`src/rtl/adc_i2c_pkg.sv`:
```
package adc_i2c_pkg;

    localparam int REF_CLK_KHZ   = 200000;
    localparam int MOD_NORMAL_KHZ = 256;
    localparam int MOD_TURBO_KHZ  = 512;
    localparam logic [9:0] MOD_DIV_NORMAL = 10'(REF_CLK_KHZ / MOD_NORMAL_KHZ);
    localparam logic [9:0] MOD_DIV_TURBO  = 10'(REF_CLK_KHZ / MOD_TURBO_KHZ);

    localparam logic [6:0] GENERAL_CALL_ADDR = 7'h00;
    localparam logic [7:0] GC_RESET_BYTE     = 8'h06;

    localparam logic [6:0] RESET_OPCODE = 7'h03;
    localparam logic [6:0] START_OPCODE = 7'h04;
    localparam logic [6:0] SLEEP_OPCODE = 7'h01;
    localparam logic [3:0] RDATA_NIBBLE = 4'h1;
    localparam logic [3:0] CONFIG_READ_CMD_NIBBLE  = 4'h2;
    localparam logic [3:0] CONFIG_WRITE_CMD_NIBBLE  = 4'h4;

    localparam logic [3:0] BITS_PER_BYTE = 4'h8;
    localparam logic [7:0] CFG_RESET     = 8'h00;

    localparam logic signed [23:0] RAW_MAX    = 24'sh007FFF;
    localparam logic signed [23:0] RAW_MIN    = -24'sh008000;
    localparam logic [15:0]        RESULT_MAX = 16'h7FFF;
    localparam logic [15:0]        RESULT_MIN = 16'h8000;

    localparam logic [3:0] READY_RELEASE_PULSE_WIDTH = 4'h2;

    typedef enum logic [2:0] {
        ST_IDLE, ST_ADDR, ST_ADDR_ACK, ST_WR_BYTE, ST_WR_ACK, ST_RD_BYTE, ST_RD_ACK, ST_IGNORE
    } bus_state_e;

    typedef enum logic [2:0] {
        CMD_NONE, CMD_RESET, CMD_START, CMD_SLEEP, CMD_RDATA, CMD_CONFIG_READ_CMD, CMD_CONFIG_WRITE_CMD
    } cmd_e;

    function automatic cmd_e decode_cmd(input logic [7:0] b);
        cmd_e c;
        c = CMD_NONE;
        if (b[7:1] == RESET_OPCODE) c = CMD_RESET;
        else if (b[7:1] == START_OPCODE) c = CMD_START;
        else if (b[7:1] == SLEEP_OPCODE) c = CMD_SLEEP;
        else if (b[7:4] == RDATA_NIBBLE) c = CMD_RDATA;
        else if (b[7:4] == CONFIG_READ_CMD_NIBBLE) c = CMD_CONFIG_READ_CMD;
        else if (b[7:4] == CONFIG_WRITE_CMD_NIBBLE) c = CMD_CONFIG_WRITE_CMD;
        return c;
    endfunction

    // Raw value is in code steps; clipping keeps out-of-range inputs from wrapping.
    function automatic logic [15:0] sat16(input logic signed [23:0] raw);
        logic [15:0] v;
        v = raw[15:0];
        if (raw > RAW_MAX) v = RESULT_MAX;
        else if (raw < RAW_MIN) v = RESULT_MIN;
        return v;
    endfunction

endpackage

```
`src/rtl/result_if.sv`:
```
interface result_if;
    logic [15:0] result;
    logic        ready;
    logic        latch;
    logic        modTick;

    modport producer (
        output result,
        output ready,
        input  latch,
        input  modTick
    );

    modport consumer (
        input  result,
        input  ready,
        output latch,
        output modTick
    );
endinterface

```
`src/rtl/conversion_ready_tracker.sv`:
```
module conversion_ready_tracker
    import adc_i2c_pkg::*;
(
    input  wire logic               ref_clk,
    input  wire logic               rst_n,
    input  wire logic               convDone,
    input  wire logic signed [23:0] convRaw,
    result_if.producer              rif
);
    typedef struct packed {
        logic [15:0] result;
        logic [15:0] stash;
        logic        ready;
        logic        releasing;
        logic [3:0]  relCnt;
    } trk_s;

    trk_s r;
    trk_s next_r;

    always_comb begin
        next_r = r;
        if (rif.latch) begin
            next_r.ready = 1'b0;
        end
        if (r.releasing && rif.modTick) begin
            next_r.relCnt = 4'(r.relCnt + 4'h1);
            if (r.relCnt == READY_RELEASE_PULSE_WIDTH - 4'h1) begin
                next_r.result    = r.stash;
                next_r.ready     = 1'b1;
                next_r.releasing = 1'b0;
            end
        end
        // A completion in the same cycle as a latch still raises the flag.
        if (convDone) begin
            if (r.ready && !rif.latch) begin
                next_r.stash     = sat16(convRaw);
                next_r.ready     = 1'b0;
                next_r.releasing = 1'b1;
                next_r.relCnt    = 4'h0;
            end else begin
                next_r.result    = sat16(convRaw);
                next_r.ready     = 1'b1;
                next_r.releasing = 1'b0;
            end
        end
    end

    always_ff @(posedge ref_clk) begin
        if (!rst_n) begin
            r <= '0;
        end else begin
            r <= next_r;
        end
    end

    assign rif.result = r.result;
    assign rif.ready  = r.ready;
endmodule

```
`src/rtl/adc_i2c_target.sv`:
```
module adc_i2c_target
    import adc_i2c_pkg::*;
#(
    parameter int TIMEOUT_NORMAL_MOD = 14000,
    parameter int TIMEOUT_TURBO_MOD  = 28000
) (
    input  wire logic               ref_clk,
    input  wire logic               rst_n,
    input  wire logic               sclIn,
    input  wire logic               sdaIn,
    output logic                    sdaOut,
    output logic                    sdaOe,
    output logic                    conversionReadyOut_n,
    output logic                    conversionReadyOe,
    input  wire logic [6:0]         targetAddr,
    input  wire logic               turboMode,
    input  wire logic               convDone,
    input  wire logic signed [23:0] convRaw,
    output logic                    resetCmd,
    output logic                    startCmd,
    output logic                    sleepCmd,
    output logic                    configWrite,
    output logic [31:0]             configRegs
);
    typedef struct packed {
        bus_state_e     st;
        logic [1:0]     sclSh;
        logic           sclPrev;
        logic [1:0]     sdaSh;
        logic           sdaPrev;
        logic [3:0]     bitCnt;
        logic [7:0]     shiftIn;
        logic [15:0]    txWord;
        logic           isRead;
        logic           gcMode;
        logic           wregPending;
        logic [1:0]     regAddr;
        logic [3:0][7:0] cfg;
        logic           sdaLow;
        logic           resetPulse;
        logic           startPulse;
        logic           sleepPulse;
        logic           latchPulse;
        logic           cfgWrPulse;
        logic [9:0]     modDiv;
        logic           modTick;
        logic [14:0]    idleCnt;
        logic           busy;
    } core_s;

    core_s r;
    core_s next_r;

    result_if rif ();

    conversion_ready_tracker u_ready (
        .ref_clk  (ref_clk),
        .rst_n    (rst_n),
        .convDone (convDone),
        .convRaw  (convRaw),
        .rif      (rif.producer)
    );

    logic       scl;
    logic       sda;
    logic       sclRise;
    logic       sclFall;
    logic       startCond;
    logic       stopCond;
    logic       timeout;
    logic [9:0] divLimit;
    logic [14:0] idleLimit;
    logic [7:0] rxByte;
    cmd_e       cmd;

    always_comb begin
        next_r = r;
        next_r.resetPulse = 1'b0;
        next_r.startPulse = 1'b0;
        next_r.sleepPulse = 1'b0;
        next_r.latchPulse = 1'b0;
        next_r.cfgWrPulse = 1'b0;
        next_r.modTick    = 1'b0;

        // Two-stage synchronisers; only the second stage feeds logic.
        // The 5 ns sampling clock resolves edges at up to 1 Mbit/s.
        next_r.sclSh   = {r.sclSh[0], sclIn};
        next_r.sdaSh   = {r.sdaSh[0], sdaIn};
        scl            = r.sclSh[1];
        sda            = r.sdaSh[1];
        next_r.sclPrev = scl;
        next_r.sdaPrev = sda;
        sclRise   = scl && !r.sclPrev;
        sclFall   = !scl && r.sclPrev;
        startCond = scl && r.sclPrev && !sda && r.sdaPrev;
        stopCond  = scl && r.sclPrev && sda && !r.sdaPrev;

        // Modulator tick: the rate doubles in turbo mode.
        divLimit = turboMode ? MOD_DIV_TURBO : MOD_DIV_NORMAL;
        if (r.modDiv >= divLimit - 10'h001) begin
            next_r.modDiv  = 10'h000;
            next_r.modTick = 1'b1;
        end else begin
            next_r.modDiv = 10'(r.modDiv + 10'h001);
        end

        // Idle time counts only while a transaction is open.
        idleLimit = turboMode ? 15'(TIMEOUT_TURBO_MOD) : 15'(TIMEOUT_NORMAL_MOD);
        if (!r.busy || sclRise || sclFall || startCond) begin
            next_r.idleCnt = 15'h0000;
        end else if (r.modTick && r.idleCnt != 15'h7FFF) begin
            next_r.idleCnt = 15'(r.idleCnt + 15'h0001);
        end
        timeout = r.busy && (r.idleCnt >= idleLimit);

        rxByte = r.shiftIn;
        cmd    = decode_cmd(rxByte);

        if (timeout) begin
            // The controller is expected to start over with a fresh START.
            next_r.st          = ST_IDLE;
            next_r.busy        = 1'b0;
            next_r.sdaLow      = 1'b0;
            next_r.gcMode      = 1'b0;
            next_r.wregPending = 1'b0;
        end else if (startCond) begin
            // A repeated START also ends any ignore phase.
            next_r.st          = ST_ADDR;
            next_r.bitCnt      = 4'h0;
            next_r.busy        = 1'b1;
            next_r.sdaLow      = 1'b0;
            next_r.gcMode      = 1'b0;
            next_r.wregPending = 1'b0;
        end else if (stopCond) begin
            next_r.st          = ST_IDLE;
            next_r.busy        = 1'b0;
            next_r.sdaLow      = 1'b0;
            next_r.gcMode      = 1'b0;
            next_r.wregPending = 1'b0;
        end else begin
            unique case (r.st)
                ST_IDLE, ST_IGNORE: begin
                    next_r.sdaLow = 1'b0;
                end
                ST_ADDR: begin
                    if (sclRise) begin
                        next_r.shiftIn = {r.shiftIn[6:0], sda};
                        next_r.bitCnt  = 4'(r.bitCnt + 4'h1);
                    end else if (sclFall && r.bitCnt == BITS_PER_BYTE) begin
                        if (r.shiftIn[7:1] == targetAddr) begin
                            next_r.sdaLow = 1'b1;
                            next_r.st     = ST_ADDR_ACK;
                            next_r.isRead = r.shiftIn[0];
                        end else if (r.shiftIn[7:1] == GENERAL_CALL_ADDR && !r.shiftIn[0]) begin
                            next_r.sdaLow = 1'b1;
                            next_r.st     = ST_ADDR_ACK;
                            next_r.isRead = 1'b0;
                            next_r.gcMode = 1'b1;
                        end else begin
                            next_r.st = ST_IGNORE;
                        end
                    end
                end
                ST_ADDR_ACK, ST_RD_ACK: begin
                    if (r.st == ST_RD_ACK && sclRise && sda) begin
                        next_r.st = ST_IGNORE;
                    end else if (sclFall) begin
                        if (r.isRead) begin
                            // Word rotates so repeated reads return it again.
                            next_r.st     = ST_RD_BYTE;
                            next_r.sdaLow = !r.txWord[15];
                            next_r.txWord = {r.txWord[14:0], r.txWord[15]};
                            next_r.bitCnt = 4'h1;
                        end else begin
                            next_r.st     = ST_WR_BYTE;
                            next_r.sdaLow = 1'b0;
                            next_r.bitCnt = 4'h0;
                        end
                    end
                end
                ST_RD_BYTE: begin
                    if (sclFall) begin
                        if (r.bitCnt == BITS_PER_BYTE) begin
                            next_r.sdaLow = 1'b0;
                            next_r.st     = ST_RD_ACK;
                        end else begin
                            next_r.sdaLow = !r.txWord[15];
                            next_r.txWord = {r.txWord[14:0], r.txWord[15]};
                            next_r.bitCnt = 4'(r.bitCnt + 4'h1);
                        end
                    end
                end
                ST_WR_BYTE: begin
                    if (sclRise) begin
                        next_r.shiftIn = {r.shiftIn[6:0], sda};
                        next_r.bitCnt  = 4'(r.bitCnt + 4'h1);
                    end else if (sclFall && r.bitCnt == BITS_PER_BYTE) begin
                        next_r.sdaLow = 1'b1;
                        next_r.st     = ST_WR_ACK;
                        // Byte is acted on at the eighth falling edge.
                        if (r.gcMode) begin
                            next_r.gcMode = 1'b0;
                            if (rxByte == GC_RESET_BYTE) begin
                                next_r.resetPulse = 1'b1;
                                next_r.cfg        = {4{CFG_RESET}};
                            end
                        end else if (r.wregPending) begin
                            next_r.wregPending      = 1'b0;
                            next_r.cfg[r.regAddr]   = rxByte;
                            next_r.cfgWrPulse       = 1'b1;
                        end else begin
                            unique case (cmd)
                                CMD_RESET: begin
                                    next_r.resetPulse = 1'b1;
                                    next_r.cfg        = {4{CFG_RESET}};
                                end
                                CMD_START: next_r.startPulse = 1'b1;
                                CMD_SLEEP: next_r.sleepPulse = 1'b1;
                                CMD_RDATA: begin
                                    next_r.txWord     = rif.result;
                                    next_r.latchPulse = 1'b1;
                                end
                                CMD_CONFIG_READ_CMD: begin
                                    next_r.txWord = {2{r.cfg[rxByte[3:2]]}};
                                end
                                CMD_CONFIG_WRITE_CMD: begin
                                    next_r.wregPending = 1'b1;
                                    next_r.regAddr     = rxByte[3:2];
                                end
                                CMD_NONE: begin
                                end
                            endcase
                        end
                    end
                end
                ST_WR_ACK: begin
                    if (sclFall) begin
                        next_r.sdaLow = 1'b0;
                        next_r.bitCnt = 4'h0;
                        next_r.st     = ST_WR_BYTE;
                    end
                end
            endcase
        end
    end

    always_ff @(posedge ref_clk) begin
        if (!rst_n) begin
            r <= '0;
        end else begin
            r <= next_r;
        end
    end

    assign rif.latch   = r.latchPulse;
    assign rif.modTick = r.modTick;

    // Both pins are open drain: the data value is always low.
    assign sdaOut               = 1'b0;
    assign sdaOe                = r.sdaLow;
    assign conversionReadyOut_n = 1'b0;
    assign conversionReadyOe    = rif.ready;
    assign resetCmd             = r.resetPulse;
    assign startCmd             = r.startPulse;
    assign sleepCmd             = r.sleepPulse;
    assign configWrite          = r.cfgWrPulse;
    assign configRegs           = r.cfg;
endmodule

```
`config.mk`:
```
export PLATFORM = sky130hd
export DESIGN_NAME = adc_i2c_target
export DESIGN_NICKNAME = d
export VERILOG_FILES = /design/src/rtl/adc_i2c_pkg.sv /design/src/rtl/result_if.sv /design/src/rtl/conversion_ready_tracker.sv /design/src/rtl/adc_i2c_target.sv
export SDC_FILE = /design/constraint.sdc
export NUM_CORES = 1
export LEC_CHECK = 0
export ABC_AREA = 1
export BUFFER_PORTS_ARGS = -buffer_cell sky130_fd_sc_hd__buf_2
export CORE_UTILIZATION = 61
export DETAILED_ROUTE_END_ITERATION = 8
export PLACE_DENSITY = 0.81
export SLEW_MARGIN = 15
export SYNTH_ARGS = -nofsm -noshare
export SYNTH_HDL_FRONTEND = slang
export SYNTH_HIERARCHICAL = 1
export SYNTH_SLANG_ARGS = --single-unit
```
`constraint.sdc`:
```
create_clock -name ref_clk -period 2.02 [get_ports ref_clk]
set_input_delay 0.101 -clock ref_clk [delete_from_list [all_inputs] [get_ports ref_clk]]
set_output_delay 0.101 -clock ref_clk [all_outputs]
set_load 0.02 [all_outputs]
```
==> results by stage <==
Power:
- The power per cell area is 762.8 mW/mm^2.
- The maximum ir drop on the vdd rail is 0.0006312 V.
- Summed over all cells, the static leakage comes to 4.810 nW.

Critical path:
- The critical path's slowest cell is sky130_fd_sc_hd__dfxtp_1.
- The largest fanout on the critical path is 15.
- The endpoint kind of the worst setup timing path is a flop.
- The most numerous cell type found on the critical path is sky130_fd_sc_hd__nand2_1.
- Walking the worst path, the cells encountered are ha_1 -> nand2_2 -> inv_1 -> a21boi_2 -> nand2_1 -> nand2_1 -> nand2_1 -> nand2_4 -> buf_12 -> nand4_1 -> nor3_2.
- The delay of the slowest cell on the worst path is 0.31 ns.
- Measured in cells, the most critical reg-to-reg path has a length of 11.
- The critical path launch point type is a flop.
- The worst register-to-register path begins at r[10].
- The worst setup path is of the reg2reg kind.
- Together, buffers and inverters on the worst path number 2.
- The setup check on the worst reg-to-reg path leaves a slack of 0.1 ns.
- The worst endpoint required time is 2.34 ns.
- Grouping stages by cell kind, the critical path spends the most delay in simple AND/OR/NAND/NOR gates.
- Data on the critical path arrives at its endpoint at 2.25 ns.
- The endpoint of the worst-slack reg-to-reg timing path is rif.latch.

Timing:
- Setup violations remaining at the end of the flow were counted as 0.
- Setup repair after global routing could not meet its margin everywhere.
- The worst clock skew on the final layout is 0.007331 ns.
- The tightest hold path in the finished design has a slack of 0.002087 ns.
- Timing would allow up to 519.6 MHz.
- The max-slew violation count came to 0.
- Summed over all failing endpoints, the final setup total negative slack is 0 ns.
- The fraction of the cycle the final worst path needs is 0.9527.
- The relative slew slack is 0.5466.
- The clock period minus worst slack is 1.925 ns.
- The total count of hold-check failures in the final report was 0.
- The smallest setup slack after layout is 0.09547 ns.
- The slew at the pin closest to its max-slew limit is 0.6794 ns.

Die:
- The floorplan step set the die width to 121.5 um.
- The floorplan die height is 121.5 um.
- The total area inside the core boundary comes to 0.01388 sq mm.
- The die footprint is 0.01475 sq mm.
- For this design the top-level I/O count stands at 77.
- The number of standard-cell rows in the floorplan is 43.
- The initial utilization of the core area, before any placement, comes to 0.6272.

Clock network:
- The source-to-sink clock delay at the later pin of the worst-skew pair is 0.42 ns.
- The number of buffers inserted during clock tree synthesis is 17.
- TritonCTS built the clock tree.
- The sink count of the clock tree is 145.
- The maximum level of the CTS H-tree is 4.
- CTS placed an instance of sky130_fd_sc_hd__clkbuf_16 at the clock tree root.
- The clock passes through at most 2 buffers.
- The clock-pin slew reported for the worst setup and hold paths after clock tree synthesis is 0.06 ns.

Routing:
- Dividing the detail-routed via count by the number of cells gives 5.404.
- In the final routed layout, each cell accounts on average for 13.35 um.
- The DRC violation count after routing is 0.
- The first routing iteration left 849 violations.
- The first detailed-routing pass took 5 iterations.
- The detail route stage leaves a number of antenna-violating nets equal to 0.
- The final wirelength is 21.33 mm.
- The routed layout has 8635 vias.

Global route:
- The overflow left after global routing is 0.
- The pin count of the biggest net entering global routing is 44.
- The number of global-route vias before repair came to 7485.
- The first global-routing pass estimated 34.93 mm of wire.
- The total global-route track usage is 0.2928.
- The number of antenna violations at the first check in global routing is 0.

Hold path:
- The worst hold path begins at convRaw[13].
- For hold timing, the worst endpoint is u_ready/r[19].
- The worst hold path passes through 5 cells.
- The path class of the lowest-slack min-delay path is in2reg.

Place:
- Summed over all nets, the half-perimeter wirelength after detailed placement is 14.62 mm.
- The setup slack after placement is -0.04315 ns.
- The cell count after placement is 1544.
- Buffers placed on the I/O ports in this run total 74.
- The placer congestion estimate is 0.9287.

Synthesis:
- Of the total synthesized cell area, the portion taken by full adders, half adders and majority gates is 0.02731.
- The post-synthesis mux area share is 0.
- The post-synthesis cell count is 1354.
- The simple-gate share of the synthesized area is 0.3544.
- Synthesis inferred 145 register bits.
- sky130_fd_sc_hd__dfxtp_1 takes more of the synthesized area than any other cell.
- The number of warning messages in the yosys log is 6.
- After synthesis, the largest family of logic cells by area is simple AND/OR/NAND/NOR gates.
- The cell area after synthesis is 0.008706 sq mm.
- Yosys attributes the largest share of cell area to sky130_fd_sc_hd__dfxtp_1 33%, sky130_fd_sc_hd__nand2_1 16%, sky130_fd_sc_hd__nor2_1 7.6%.
- The number of unique standard cell types used by synthesis is 41.
- Of the total synthesized cell area, the portion taken by XOR and XNOR cells is 0.01610.
- The synthesized-area fraction occupied by ao, oa, aoi and oai cells is 0.1219.
- The area fraction of the dominant cell type after synthesis is 0.3334.
- The mean area per synthesized cell is 6.430 sq um.
- Of the synthesized area, sequential elements account for 0.3334.

Run status:
- The flow ran to the end, and the final reports show no timing, DRC or antenna violations.

Final layout:
- The leading cell type in the layout, fill and taps excluded is sky130_fd_sc_hd__nand2_1.
- The layout-stage area growth over the synthesis result is 13.54%.
- The number of antenna diodes in the final layout is 0.
- In the layout the commonest cells are 359 x sky130_fd_sc_hd__nand2_1, 175 x sky130_fd_sc_hd__nor2_1, 143 x sky130_fd_sc_hd__dfxtp_1.
- The final non-filler cell total is 1598.
- The fraction of final layout cells sized beyond drive strength 1 is 0.1601.
- For this run, the post-layout net count is 1462.

Run:
- Max-cap violations in this run came to 0.
-- final cells by class --
class	instances	area [sq um]
Inverter	162	610.6
Clock inverter	10	111.4
Timing Repair Buffer	135	953.4
Fill cell	1167	3996
Tap cell	180	225.2
Multi-Input combinational cell	945	4618
Clock buffer	21	460.4
Sequential cell	145	2905
-- registers in the layout, summed over array words and instances, names as in the netlist --
name                count
u_ready/r              21
u_ready/rif.result     16
configWrite             1
next_r                  4
rxByte                  8
u_ready/rif.ready       1
startCmd                1
rif.latch               1
sleepCmd                1
configRegs             32
r                      56
resetCmd                1
rif.modTick             1
sdaOe                   1
-- what timing repair did --
item	in CTS	in global routing
setup buffers	0	5
resized for setup	0	22
hold buffers	16	0
endpoints found under the hold margin	17	0
setup endpoints to repair	0	68
-- how the worst max path moves through the flow --
stage,end,startpoint,cells past startpoint,slack [ns]
2_1_floorplan,configRegs[0],r[9],12,0.29
4_1_cts,rif.latch,r[10],11,0.01
3_3_place_gp,rif.latch,turboMode,13,0.04
6_report,rif.latch,r[10],11,0.1
3_5_place_dp,rif.latch,turboMode,13,-0.04
5_1_grt,sleepCmd,r[10],11,-0.05
-- metrics by stage --
step	util	total power [mW]	instance area (sq um)
3_5_place_dp	0.6469	4.394	8980
2_1_floorplan	-	4.153	8710
3_3_place_gp	0.6469	4.369	8980
4_1_cts	0.6997	7.466	9712
6_report	0.7121	7.540	9884
5_1_grt	0.7121	7.890	9884
-- Yosys cell counts --
master and count:
sky130_fd_sc_hd__nor2_4 3, sky130_fd_sc_hd__nor4_1 2, sky130_fd_sc_hd__o21ai_0 33, sky130_fd_sc_hd__buf_8 1, sky130_fd_sc_hd__o22ai_1 1, sky130_fd_sc_hd__o21ai_1 1, sky130_fd_sc_hd__buf_2 30, sky130_fd_sc_hd__a21bo_2 1
sky130_fd_sc_hd__ha_1 19, sky130_fd_sc_hd__inv_1 142, sky130_fd_sc_hd__nor3b_1 3, sky130_fd_sc_hd__inv_2 15, sky130_fd_sc_hd__buf_6 4, sky130_fd_sc_hd__o21bai_1 3, sky130_fd_sc_hd__a21boi_1 1, sky130_fd_sc_hd__nor3_1 18
sky130_fd_sc_hd__nand3b_1 2, sky130_fd_sc_hd__nand4_1 23, sky130_fd_sc_hd__nor2_1 177, sky130_fd_sc_hd__nor2_8 1, sky130_fd_sc_hd__nor2_2 16, sky130_fd_sc_hd__xnor2_1 9, sky130_fd_sc_hd__conb_1 1, sky130_fd_sc_hd__xor2_1 7
sky130_fd_sc_hd__a31oi_1 1, sky130_fd_sc_hd__a211oi_1 15, sky130_fd_sc_hd__nand2_2 15, sky130_fd_sc_hd__nand2_1 362, sky130_fd_sc_hd__a21oi_1 116, sky130_fd_sc_hd__dfxtp_1 145, sky130_fd_sc_hd__nand3_4 2, sky130_fd_sc_hd__inv_4 1
sky130_fd_sc_hd__nor3_2 2, sky130_fd_sc_hd__o211ai_1 16, sky130_fd_sc_hd__buf_4 53, sky130_fd_sc_hd__clkinv_1 4, sky130_fd_sc_hd__nand3_1 87, sky130_fd_sc_hd__o31ai_1 1, sky130_fd_sc_hd__nand3_2 4, sky130_fd_sc_hd__a21oi_2 2
sky130_fd_sc_hd__clkbuf_1 15
-- power by group --
part | total, mW | internal (mW) | switching, mW | leakage (nW)
combinational | 1.31 | 0.498 | 0.810 | 3.36
clock | 3.06 | 1.87 | 1.19 | 0.275
sequential | 3.17 | 3.03 | 0.145 | 1.18
total | 7.54 | 5.39 | 2.15 | 4.81
-- worst min-delay path: cells and delay by family --
kind / cells / cell delay (ns)
simple gates: 4 / 0.22
buf+inv: 1 / 0.07
-- metal layers --
metal	share of wire	vias to the layer above	GRT usage	routed length, um
li1	-	4372	-	-
met1	0.45	3899	0.3935	9649
met2	0.47	325	0.4627	10040
met3	0.060	39	0.06156	1277
met4	0.017	0	0.1011	363
met5	0	-	0	0
-- kinds of logic after synthesis --
kind of cell	Yosys count
buffers and inverters	265
flip-flops	145
adder cells (fa/ha/maj)	19
AO/OA/AOI/OAI	191
AND/OR/NAND/NOR	717
XOR/XNOR	16
other	1
(Power assumes the default switching activity.)
